### src/hw/ccpu_pkg.sv
// package for the capture/compare/pwm unit: offsets, fields, modes, types
// assumes an APB slave with 32-bit data, one register per aligned word
//
// Contract
// (RL1) value held as separately accessible low and high bytes
// (RL2) special trigger match resets timebase, starts conversion if enabled
// (RL3) pin routed to one of two port pins by a configuration bit
// (RL4) capture/compare use timebase count; pwm uses period timer
// (RL5) mode 0000 disables and resets unit, here only output latch and prescaler clear; 11xx selects pwm
// (RL6) qualifying pin event copies full timebase count into value pair
// (RL7) event is falling, rising, every 4th or every 16th rising edge
// (RL8) every capture sets the unit interrupt flag, bit 2
// (RL9) software clears the interrupt flag; hardware never clears it
// (RL10) a newer capture overwrites an unread older one
// (RL11) pin driven as output can trigger capture by port writes
// (RL12) software should make the pin an input for capture
// (RL13) software runs timebase synchronously while capturing
// (RL14) changing capture mode may set the flag spuriously
// (RL15) software keeps enable clear and clears flag after mode change
// (RL16) prescaler counter cleared when off, not capturing, or reset
// (RL17) switching prescale settings keeps counter and may set flag
// (RL18) software writes zero before a new prescale setting
// (RL19) pwm duty is low byte then control bits 5:4
// (RL20) compare match sets flag and drives pin high, low or unchanged
// (RL21) special trigger reset does not set timebase overflow flag
// (RL22) capture modes 0100 fall, 0101 rise, 0110 4th, 0111 16th
// (RL23) compare modes 1000 high, 1001 low, 1010 irq, 1011 trigger
package ccpu_pkg;

  // ****************************************
  // register map, word index times four
  // ****************************************
  localparam logic [7:0] CCPU_IDX_VAL_LO  = 8'h15;
  localparam logic [7:0] CCPU_IDX_VAL_HI  = 8'h16;
  localparam logic [7:0] CCPU_IDX_CTRL    = 8'h17;
  localparam logic [7:0] CCPU_IDX_IRQ     = 8'h0C;
  localparam logic [7:0] CCPU_IDX_IEN     = 8'h8C;
  localparam logic [7:0] CCPU_IDX_STATUS  = 8'h20;
  localparam int         CCPU_FLAG_BIT    = 2;
  localparam int         CCPU_DUTY_LSB    = 4;
  localparam logic [7:0] CCPU_CTRL_RST    = 8'h00;
  localparam logic [7:0] CCPU_CTRL_MASK   = 8'h3F;
  localparam logic [7:0] CCPU_IRQ_MASK    = 8'h04;
  localparam logic [3:0] CCPU_PRE_RST     = 4'h0;
  localparam logic [3:0] CCPU_PRE_4       = 4'h3;
  localparam logic [3:0] CCPU_PRE_16      = 4'hF;

  // ****************************************
  // mode encodings
  // ****************************************
  localparam logic [3:0] CCPU_M_OFF   = 4'h0;
  // (RL22) capture encodings
  localparam logic [3:0] CCPU_M_FALL  = 4'h4;
  localparam logic [3:0] CCPU_M_RISE  = 4'h5;
  localparam logic [3:0] CCPU_M_RISE4 = 4'h6;
  localparam logic [3:0] CCPU_M_RISE16 = 4'h7;
  // (RL23) compare encodings
  localparam logic [3:0] CCPU_M_CMPHI = 4'h8;
  localparam logic [3:0] CCPU_M_CMPLO = 4'h9;
  localparam logic [3:0] CCPU_M_CMPSW = 4'hA;
  localparam logic [3:0] CCPU_M_TRIG  = 4'hB;

  // unit operating class
  typedef enum logic [1:0] {
    CCPU_OFF,
    CCPU_CAP,
    CCPU_CMP,
    CCPU_PWM
  } ccpu_class_t;

  // apb request bundle
  typedef struct packed {
    logic        psel;
    logic        penable;
    logic        pwrite;
    logic [11:0] paddr;
    logic [31:0] pwdata;
  } ccpu_apb_req_t;

  // apb answer bundle
  typedef struct packed {
    logic        pready;
    logic        pslverr;
    logic [31:0] prdata;
  } ccpu_apb_rsp_t;

  // all state of the unit
  typedef struct packed {
    logic [7:0]  val_lo;
    logic [7:0]  val_hi;
    logic [7:0]  ctrl;
    logic        flag;
    logic        ien;
    logic [3:0]  pre;
    logic [1:0]  duty_lo;
    logic        pin_out;
    logic        pin_s1;
    logic        pin_s2;
    logic        pin_d;
    logic        match_d;
    logic        tb_clr;
    logic        adc_go;
    logic [31:0] rdata;
    logic        rvalid;
  } ccpu_state_t;

endpackage

### src/hw/ccpu_unit.sv
// capture/compare/pwm unit with an apb register port
// assumes timebase and period timer live outside and are on pclk;
// the pin input arrives from outside and is synchronised here
//
// Local design decision: the APB slave port.
`timescale 1ns/1ps

module ccpu_unit
(
  // clock and reset
  input  wire logic                    pclk,
  input  wire logic                    presetn,
  // register bus
  input  wire ccpu_pkg::ccpu_apb_req_t apb_req,
  output ccpu_pkg::ccpu_apb_rsp_t      apb_rsp,
  // timers
  input  wire logic [15:0]             timebase_count,
  input  wire logic [7:0]              period_timer_count,
  input  wire logic [1:0]              period_timer_sub,
  input  wire logic                    period_timer_wrap,
  input  wire logic                    adc_enabled,
  output logic                         timebase_reset,
  output logic                         adc_start,
  // pin and routing
  input  wire logic                    pin_route_select,
  input  wire logic                    pin_in,
  input  wire logic                    port_pin_is_output,
  output logic                         port_pin_two_out,
  output logic                         port_pin_three_out,
  output logic                         unit_drives_pin,
  // interrupt flag as seen by the system
  output logic                         unit_irq_flag,
  output logic                         unit_irq_request
);
  import ccpu_pkg::*;

  ccpu_state_t s_r;
  ccpu_state_t s_nxt;

  // ****************************************
  // helpers
  // ****************************************
  function automatic ccpu_class_t mode_class(input logic [3:0] m);
    if (m == CCPU_M_OFF)
      return CCPU_OFF;
    else if (m[3:2] == 2'b11)
      return CCPU_PWM;
    else if (m[3])
      return CCPU_CMP;
    else if (m[2])
      return CCPU_CAP;
    else
      return CCPU_OFF;
  endfunction

  logic [3:0]  mode;
  ccpu_class_t cls;
  logic        rise;
  logic        fall;
  logic        cap_evt;
  logic        match;
  logic        wr;
  logic        rd;
  logic [7:0]  widx;
  logic [7:0]  wb;

  assign mode = s_r.ctrl[3:0];
  assign cls  = mode_class(mode);
  // edges from the synchronised pin; an output pin loops back, so a
  // port write can also cause a capture
  // (RL11) loopback capture path
  assign rise = s_r.pin_s2 & ~s_r.pin_d;
  assign fall = ~s_r.pin_s2 & s_r.pin_d;
  assign wr   = apb_req.psel & apb_req.penable & apb_req.pwrite;
  assign rd   = apb_req.psel & ~apb_req.penable & ~apb_req.pwrite;
  assign widx = apb_req.paddr[9:2];
  assign wb   = apb_req.pwdata[7:0];
  // (RL4) compare against timebase
  assign match = (cls == CCPU_CMP) &&
                 ({s_r.val_hi, s_r.val_lo} == timebase_count);

  // (RL7) event selection by prescale
  always_comb
  begin
    cap_evt = 1'b0;
    case (mode)
      CCPU_M_FALL:   cap_evt = fall;
      CCPU_M_RISE:   cap_evt = rise;
      CCPU_M_RISE4:  cap_evt = rise && (s_r.pre[1:0] == CCPU_PRE_4[1:0]);
      CCPU_M_RISE16: cap_evt = rise && (s_r.pre == CCPU_PRE_16);
      default:       cap_evt = 1'b0;
    endcase
  end

  // ****************************************
  // next state
  // ****************************************
  always_comb
  begin
    s_nxt        = s_r;
    s_nxt.pin_s1 = pin_in;
    s_nxt.pin_s2 = s_r.pin_s1;
    s_nxt.pin_d  = s_r.pin_s2;
    s_nxt.tb_clr = 1'b0;
    s_nxt.adc_go = 1'b0;
    s_nxt.rvalid = 1'b0;
    s_nxt.match_d = match;

    // (RL16) prescaler cleared unless capturing
    if (cls != CCPU_CAP)
      s_nxt.pre = CCPU_PRE_RST;
    else if (rise && (mode == CCPU_M_RISE4 || mode == CCPU_M_RISE16))
      s_nxt.pre = s_r.pre + 4'h1;

    // (RL1) byte-wide register writes; high byte read-only in pwm
    if (wr && widx == CCPU_IDX_VAL_LO)
      s_nxt.val_lo = wb;
    if (wr && widx == CCPU_IDX_VAL_HI && cls != CCPU_PWM)
      s_nxt.val_hi = wb;
    if (wr && widx == CCPU_IDX_IEN)
      s_nxt.ien = wb[CCPU_FLAG_BIT];
    // (RL9) software clear of the flag
    if (wr && widx == CCPU_IDX_IRQ)
      s_nxt.flag = wb[CCPU_FLAG_BIT];
    if (wr && widx == CCPU_IDX_CTRL)
    begin
      s_nxt.ctrl = wb & CCPU_CTRL_MASK;
      // (RL14) mode change may flag spuriously
      // (RL17) prescale switch keeps count, may flag
      if (cls == CCPU_CAP && mode_class(wb[3:0]) == CCPU_CAP &&
          wb[3:0] != mode && s_r.pin_s2)
        s_nxt.flag = 1'b1;
    end

    // (RL6) copy timebase on event
    // (RL10) newest capture overwrites
    if (cls == CCPU_CAP && cap_evt)
    begin
      s_nxt.val_lo = timebase_count[7:0];
      s_nxt.val_hi = timebase_count[15:8];
      // (RL8) capture sets the flag, wins over clear
      s_nxt.flag   = 1'b1;
    end

    // (RL20) compare match actions, first cycle of match only
    if (match && !s_r.match_d)
    begin
      s_nxt.flag = 1'b1;
      case (mode)
        CCPU_M_CMPHI: s_nxt.pin_out = 1'b1;
        CCPU_M_CMPLO: s_nxt.pin_out = 1'b0;
        // (RL2) special trigger, conversion gated by enable
        // (RL21) only a reset pulse; no overflow flag raised here
        CCPU_M_TRIG:
        begin
          s_nxt.tb_clr = 1'b1;
          s_nxt.adc_go = adc_enabled;
        end
        default: s_nxt.pin_out = s_r.pin_out;
      endcase
    end

    // (RL19) pwm: latch duty at period wrap, set pin unless duty is zero, clear on match
    if (cls == CCPU_PWM)
    begin
      if (period_timer_wrap)
      begin
        s_nxt.val_hi  = s_r.val_lo;
        s_nxt.duty_lo = s_r.ctrl[CCPU_DUTY_LSB +: 2];
        s_nxt.pin_out = ({s_r.val_lo, s_r.ctrl[CCPU_DUTY_LSB +: 2]}
                         != 10'h000);
      end
      else if ({period_timer_count, period_timer_sub} ==
               {s_r.val_hi, s_r.duty_lo})
        s_nxt.pin_out = 1'b0;
    end

    // (RL5) zero mode write clears the output latch; value pair and flag keep their state; kept last
    // so a match or period wrap in the same cycle cannot set it again
    if (wr && widx == CCPU_IDX_CTRL && wb[3:0] == CCPU_M_OFF)
      s_nxt.pin_out = 1'b0;

    // read data captured in setup phase, presented in access phase
    if (rd)
    begin
      s_nxt.rvalid = 1'b1;
      case (widx)
        CCPU_IDX_VAL_LO: s_nxt.rdata = {24'h000000, s_r.val_lo};
        CCPU_IDX_VAL_HI: s_nxt.rdata = {24'h000000, s_r.val_hi};
        CCPU_IDX_CTRL:   s_nxt.rdata = {24'h000000, s_r.ctrl};
        CCPU_IDX_IRQ:
          s_nxt.rdata = {29'h0000000, s_r.flag, 2'b00};
        CCPU_IDX_IEN:
          s_nxt.rdata = {29'h0000000, s_r.ien, 2'b00};
        CCPU_IDX_STATUS:
          s_nxt.rdata = {27'h000000, s_r.pre, s_r.pin_out};
        default:         s_nxt.rdata = 32'h00000000;
      endcase
    end
  end

  // ****************************************
  // state register
  // ****************************************
  always_ff @(posedge pclk or negedge presetn)
  begin
    if (!presetn)
      s_r <= '0;
    else
      s_r <= s_nxt;
  end

  // unmapped address: error answer
  logic mapped;
  assign mapped = widx == CCPU_IDX_VAL_LO || widx == CCPU_IDX_VAL_HI ||
                  widx == CCPU_IDX_CTRL || widx == CCPU_IDX_IRQ ||
                  widx == CCPU_IDX_IEN || widx == CCPU_IDX_STATUS;

  // ****************************************
  // outputs
  // ****************************************
  // one driver for the whole answer bundle; no wait states inserted
  assign apb_rsp = '{pready:  1'b1,
                     pslverr: apb_req.psel & apb_req.penable & ~mapped,
                     prdata:  s_r.rdata};
  assign timebase_reset  = s_r.tb_clr;
  assign adc_start       = s_r.adc_go;
  assign unit_irq_flag   = s_r.flag;
  assign unit_irq_request = s_r.flag & s_r.ien;
  // (RL3) route output to one of two port pins
  assign port_pin_two_out   = ~pin_route_select & s_r.pin_out;
  assign port_pin_three_out = pin_route_select & s_r.pin_out;
  // compare and pwm own the pin, unless it is not set as an output
  assign unit_drives_pin = port_pin_is_output &&
                           (cls == CCPU_CMP || cls == CCPU_PWM);

  // ****************************************
  // checks
  // ****************************************
  // capture loads value and flag one edge later
  cap_load_a: assert property (@(posedge pclk) disable iff (!presetn) // RL6
    (cls == CCPU_CAP && cap_evt) |=>
      ({s_r.val_hi, s_r.val_lo} == $past(timebase_count) && s_r.flag))
    else $error("capture did not load timebase");

  // flag never falls without a write to the flag register
  flag_hold_a: assert property (@(posedge pclk) disable iff (!presetn) // RL9
    $fell(s_r.flag) |-> $past(wr && widx == CCPU_IDX_IRQ))
    else $error("flag cleared by hardware");

  // prescaler empty outside capture
  pre_clear_a: assert property (@(posedge pclk) disable iff (!presetn) // RL16
    (cls != CCPU_CAP) |=> (s_r.pre == CCPU_PRE_RST || cls == CCPU_CAP))
    else $error("prescaler not cleared");

  // trigger pulse only in trigger mode
  trig_mode_a: assert property (@(posedge pclk) disable iff (!presetn) // RL2
    s_r.tb_clr |-> $past(mode == CCPU_M_TRIG && match))
    else $error("trigger outside trigger mode");

  // conversion start only with converter enabled
  adc_gate_a: assert property (@(posedge pclk) disable iff (!presetn) // RL2
    s_r.adc_go |-> s_r.tb_clr && $past(adc_enabled))
    else $error("conversion without enable");

  // compare high sets the pin on match
  cmp_high_a: assert property (@(posedge pclk) disable iff (!presetn) // RL20
    (match && !s_r.match_d && mode == CCPU_M_CMPHI) |=> s_r.pin_out)
    else $error("compare high missed");

  // zero control write forces output low
  off_low_a: assert property (@(posedge pclk) disable iff (!presetn) // RL5
    (wr && widx == CCPU_IDX_CTRL && wb[3:0] == CCPU_M_OFF) |=> !s_r.pin_out)
    else $error("output not forced low");

  // 16th edge capture needs full prescale count
  pre_sixteen_a: assert property (@(posedge pclk) disable iff (!presetn) // RL7
    (mode == CCPU_M_RISE16 && cap_evt) |-> (s_r.pre == CCPU_PRE_16))
    else $error("early 16th edge capture");

  // pwm duty latched at wrap
  pwm_latch_a: assert property (@(posedge pclk) disable iff (!presetn) // RL19
    (cls == CCPU_PWM && period_timer_wrap) |=>
      (s_r.val_hi == $past(s_r.val_lo)))
    else $error("duty not latched");

  // compare low clears the pin on match
  cmp_low_a: assert property (@(posedge pclk) disable iff (!presetn) // RL20
    (match && !s_r.match_d && mode == CCPU_M_CMPLO) |=> !s_r.pin_out)
    else $error("compare low missed");

  // interrupt-only compare leaves the pin alone
  cmp_keep_a: assert property (@(posedge pclk) disable iff (!presetn) // RL20
    (match && !s_r.match_d && mode == CCPU_M_CMPSW && !wr) |=>
      $stable(s_r.pin_out))
    else $error("pin moved in interrupt mode");

  // every first cycle of a match raises the flag
  cmp_flag_a: assert property (@(posedge pclk) disable iff (!presetn) // RL20
    (match && !s_r.match_d) |=> s_r.flag)
    else $error("match did not flag");

  // no conversion start while the converter is disabled
  adc_off_a: assert property (@(posedge pclk) disable iff (!presetn) // RL2
    !adc_enabled |=> !s_r.adc_go)
    else $error("conversion while disabled");

  // timebase reset is a single-cycle pulse
  tb_pulse_a: assert property (@(posedge pclk) disable iff (!presetn) // RL2
    s_r.tb_clr |=> !s_r.tb_clr)
    else $error("timebase reset too long");

  // prescale switch inside capture keeps the count
  pre_keep_a: assert property (@(posedge pclk) disable iff (!presetn) // RL17
    (cls == CCPU_CAP && wr && widx == CCPU_IDX_CTRL && !rise &&
     mode_class(wb[3:0]) == CCPU_CAP) |=> $stable(s_r.pre))
    else $error("prescaler lost on switch");

  // pwm period start drives the pin high for a non-zero duty
  pwm_set_a: assert property (@(posedge pclk) disable iff (!presetn) // RL19
    (cls == CCPU_PWM && period_timer_wrap && !wr &&
     {s_r.val_lo, s_r.ctrl[CCPU_DUTY_LSB +: 2]} != 10'h000) |=> s_r.pin_out)
    else $error("pwm period did not set pin");

  // duty match clears the pin
  pwm_clr_a: assert property (@(posedge pclk) disable iff (!presetn) // RL19
    (cls == CCPU_PWM && !period_timer_wrap &&
     {period_timer_count, period_timer_sub} == {s_r.val_hi, s_r.duty_lo})
      |=> !s_r.pin_out)
    else $error("pwm duty match missed");

  // high byte is read-only while in pwm
  hi_ro_a: assert property (@(posedge pclk) disable iff (!presetn) // RL1
    (cls == CCPU_PWM && !period_timer_wrap && wr &&
     widx == CCPU_IDX_VAL_HI) |=> $stable(s_r.val_hi))
    else $error("pwm high byte written");

  // 4th edge capture only when the count reaches three
  pre_four_a: assert property (@(posedge pclk) disable iff (!presetn) // RL7
    (mode == CCPU_M_RISE4 && cap_evt) |-> (s_r.pre[1:0] == CCPU_PRE_4[1:0]))
    else $error("early 4th edge capture");

  // falling edge mode captures on falls only
  fall_evt_a: assert property (@(posedge pclk) disable iff (!presetn) // RL7
    (mode == CCPU_M_FALL && cap_evt) |-> (!s_r.pin_s2 && s_r.pin_d))
    else $error("capture on wrong edge");

  // a capture beats a software clear in the same cycle
  set_wins_a: assert property (@(posedge pclk) disable iff (!presetn) // RL8
    (cls == CCPU_CAP && cap_evt && wr && widx == CCPU_IDX_IRQ) |=> s_r.flag)
    else $error("clear beat capture");

endmodule

### config.mk
export PLATFORM = sky130hd
export DESIGN_NAME = ccpu_unit
export DESIGN_NICKNAME = d
export VERILOG_FILES = /design/src/hw/ccpu_pkg.sv /design/src/hw/ccpu_unit.sv
export SDC_FILE = /design/constraint.sdc
export NUM_CORES = 1
export LEC_CHECK = 0
export ABC_CLOCK_PERIOD_IN_PS = 2200
export BUFFER_PORTS_ARGS = -buffer_cell sky130_fd_sc_hd__buf_4
export CELL_PAD_IN_SITES_DETAIL_PLACEMENT = 0
export CELL_PAD_IN_SITES_GLOBAL_PLACEMENT = 2
export CORE_MARGIN = 1
export CORE_UTILIZATION = 28
export CTS_CLUSTER_SIZE = 25
export DETAILED_ROUTE_END_ITERATION = 8
export HOLD_SLACK_MARGIN = 0.02
export PLACE_DENSITY_LB_ADDON = 0.1
export SYNTH_ARGS = -nofsm -noshare
export SYNTH_HDL_FRONTEND = slang
export SYNTH_SLANG_ARGS = --single-unit
### constraint.sdc
create_clock -name pclk -period 2.2 [get_ports pclk]
set_input_delay 0.11 -clock pclk [delete_from_list [all_inputs] [get_ports pclk]]
set_output_delay 0.11 -clock pclk [all_outputs]
set_load 0.01 [all_outputs]
==> flow_metrics.tcl <==
set metrics [dict create \
    outcome "finished clean" \
    synth_top_area_share 0.376 \
    path_class "reg2reg" \
    start_kind "flip-flop" \
    p_switching_mw 0.474 \
    areaGrowthSynthToFinish_pct 22.7 \
    p_comb_frac 0.156 \
    min_path_type "in2reg" \
    cts_resized 0 \
    synth_cell_types 49 \
    rsz0062_at_grt "no" \
    fmax_ghz 0.522 \
    drive_gt1_frac 0.280 \
    vias_per_cell 4.81 \
    p_seq_frac 0.478 \
    avgSynthCellArea_um2 9.36 \
    die_w_um 105 \
    drt_iter0_markers 151 \
    whs_ns 0.0633 \
    start_util 0.289 \
    ir_drop_uv 211 \
    fp.dieH_um 105 \
    dp_hpwl_um 6680 \
    dr.pass1.iters 4 \
    synth.area.top_cells "dfrtp_1 (38%), buf_4 (8.3%), xor2_1 (6.1%)" \
    skew_ns 0.0137 \
    drv_cap 0 \
    tightest_slew_ns 0.616 \
    vias 2489 \
    cts_buffer_depth 2 \
    cts.sinks 45 \
    grt_usage 0.168 \
    cts_made_buffers 5 \
    period_needed_ns 1.92 \
    synth_edf_count 0 \
    ant_nets 0 \
    p_leak_nw 1.72 \
    first_global_vias 2472 \
    finalHoldViolCount 0 \
    switching_share 0.259 \
    powerDensity_mw_per_mm2 498 \
    rows 37 \
    n_fill_cell 1090 \
    worstPathMaxFanout 4 \
    p_int_mw 1.36 \
    grt_first_pass_wirelength_um 14000 \
    diodes 0 \
    hold_buffers 2 \
    cts.clk_slew.worst_paths_ns 0.10 \
    slew_violations 0 \
    cp.required_ns 2.44 \
    relSlewSlack 0.590 \
    clk_latency_ns 0.30 \
    yosysMostFrequentCell "dfrtp_1" \
    power.share.clock 0.366 \
    gr-total-overflow 0 \
    nNetsFinal 462 \
    tritoncts "done" \
    postSynth.asyncResetShare 1.00 \
    post-route-drc-count 0 \
    fin_setup_tns_ns 0 \
    netlist_instances 320 \
    finalInstanceArea_mm2 0.00367 \
    setup_viol 0 \
    final_util 0.354 \
    synthTopCellsByCount "dfrtp_1 (45), buf_4 (33), a21oi_1 (29), xor2_1 (21), nor2_1 (17)" \
    wl_per_cell_um 17.2 \
    synth.largest_area_cell "dfrtp_1" \
    htree_levels 2 \
    worstPathArrival_ns 2.15 \
    grt_start_max_net_pins 46 \
    yosysSeqAreaShare 0.376 \
    syn_area_mm2 0.00300 \
    fin_crit_sh 0.871 \
    worst_setup_path_end_kind "flip-flop" \
    dpl-instance-area_mm2 0.00354 \
    wl_um 8900 \
    yosys_register_bits 45 \
    core_mm2 0.0104 \
    ios 121 \
    dieArea_mm2 0.0111 \
    postCtsSetupBuffers 0 \
    gp_congestion 0.759 \
    antenna_found_initial 0 \
    ys.flop_type "dfrtp_1" \
    port_buffers 67 \
    root_buffer "clkbuf_8" \
    synth_warnings 0 \
]
-- cell type report --
| class | instances | area (um^2) | share of cell area |
|---|---|---|---|
| clock buffer | 7 | 86.3 | 0.0235 |
| clock inverter | 1 | 30.0 | 0.00817 |
| multi-input combinational | 246 | 1620 | 0.441 |
| sequential | 45 | 1130 | 0.306 |
| tap | 136 | 170 | 0.0463 |
| timing repair buffer | 83 | 641 | 0.174 |
-- stage by stage --
step / setup WS [ns] / cells / total power, mW
detailed placement: 0.307 / 508 / 1.18
CTS: 0.271 / 518 / 1.86
floorplan: 0.547 / 343 / 1.05
global placement: 0.307 / 508 / 1.18
global route: 0.209 / 518 / 1.92
finish: 0.285 / 518 / 1.83
-- power by group through the flow --
stage | Combinational, mW | Sequential, mW | Clock, mW
floorplan | 0.162 | 0.884 | 0
global placement | 0.288 | 0.890 | 0
detailed placement | 0.287 | 0.891 | 0
CTS | 0.291 | 0.874 | 0.694
global route | 0.317 | 0.878 | 0.728
finish | 0.286 | 0.874 | 0.669
-- worst max-delay path, cell delays in order (launching register included) --
cell     delay (ns)
dfrtp_1        0.48
xnor2_1        0.22
nand4_1        0.14
or4_4          0.56
nor3_2         0.24
and4_1         0.21
-- worst paths after layout --
kind	start	end	slack, ns	cells past startpoint
hold reg to reg	s_nxt[37]	s_nxt[36]	0.35	0
hold / removal	timebase_count[6]	s_r[70]	0.06	3
max in group asynchronous	presetn	mode[2]	1.42	2
setup reg to reg	s_r[57]	adc_start	0.28	5
min in group asynchronous	presetn	apb_rsp[2]	0.36	2
setup / recovery	s_r[57]	adc_start	0.28	5
-- registers in the layout (all words and copies together), names as in the netlist --
register        count
apb_rsp             8
mode                4
s_nxt               2
timebase_reset      1
s_r                28
unit_irq_flag       1
adc_start           1
-- cells by family after synthesis --
logic type	count (synthesis)	share of synthesized area
AND/OR/NAND/NOR	94	0.179
AO/OA/AOI/OAI	74	0.160
buffers and inverters	52	0.113
flip-flops	45	0.376
XOR/XNOR	30	0.0877
multiplexers	22	0.0785
other	2	0.00251
adder cells (fa/ha/maj)	1	0.00418
-- cell usage in the layout, fill, tap and decap left out, types with 6 or more instances in the layout --
cell type,n
xnor2_1,9
nor3_1,12
nand3_1,6
and3_1,6
nand2_1,14
nor4_1,9
mux2_2,12
conb_1,25
clkbuf_8,6
o21a_1,8
o22ai_1,8
mux2i_1,10
nor2_1,17
dfrtp_1,45
o21ai_0,6
a21oi_1,29
xor2_1,21
buf_4,80
-- per-layer routing --
metal,part of all wire,GRT usage
met5,0,0
met4,0.0079,0.0493
met1,0.48,0.239
met2,0.46,0.259
met3,0.050,0.0284
Note: power is estimated with default switching activity, not from simulation.
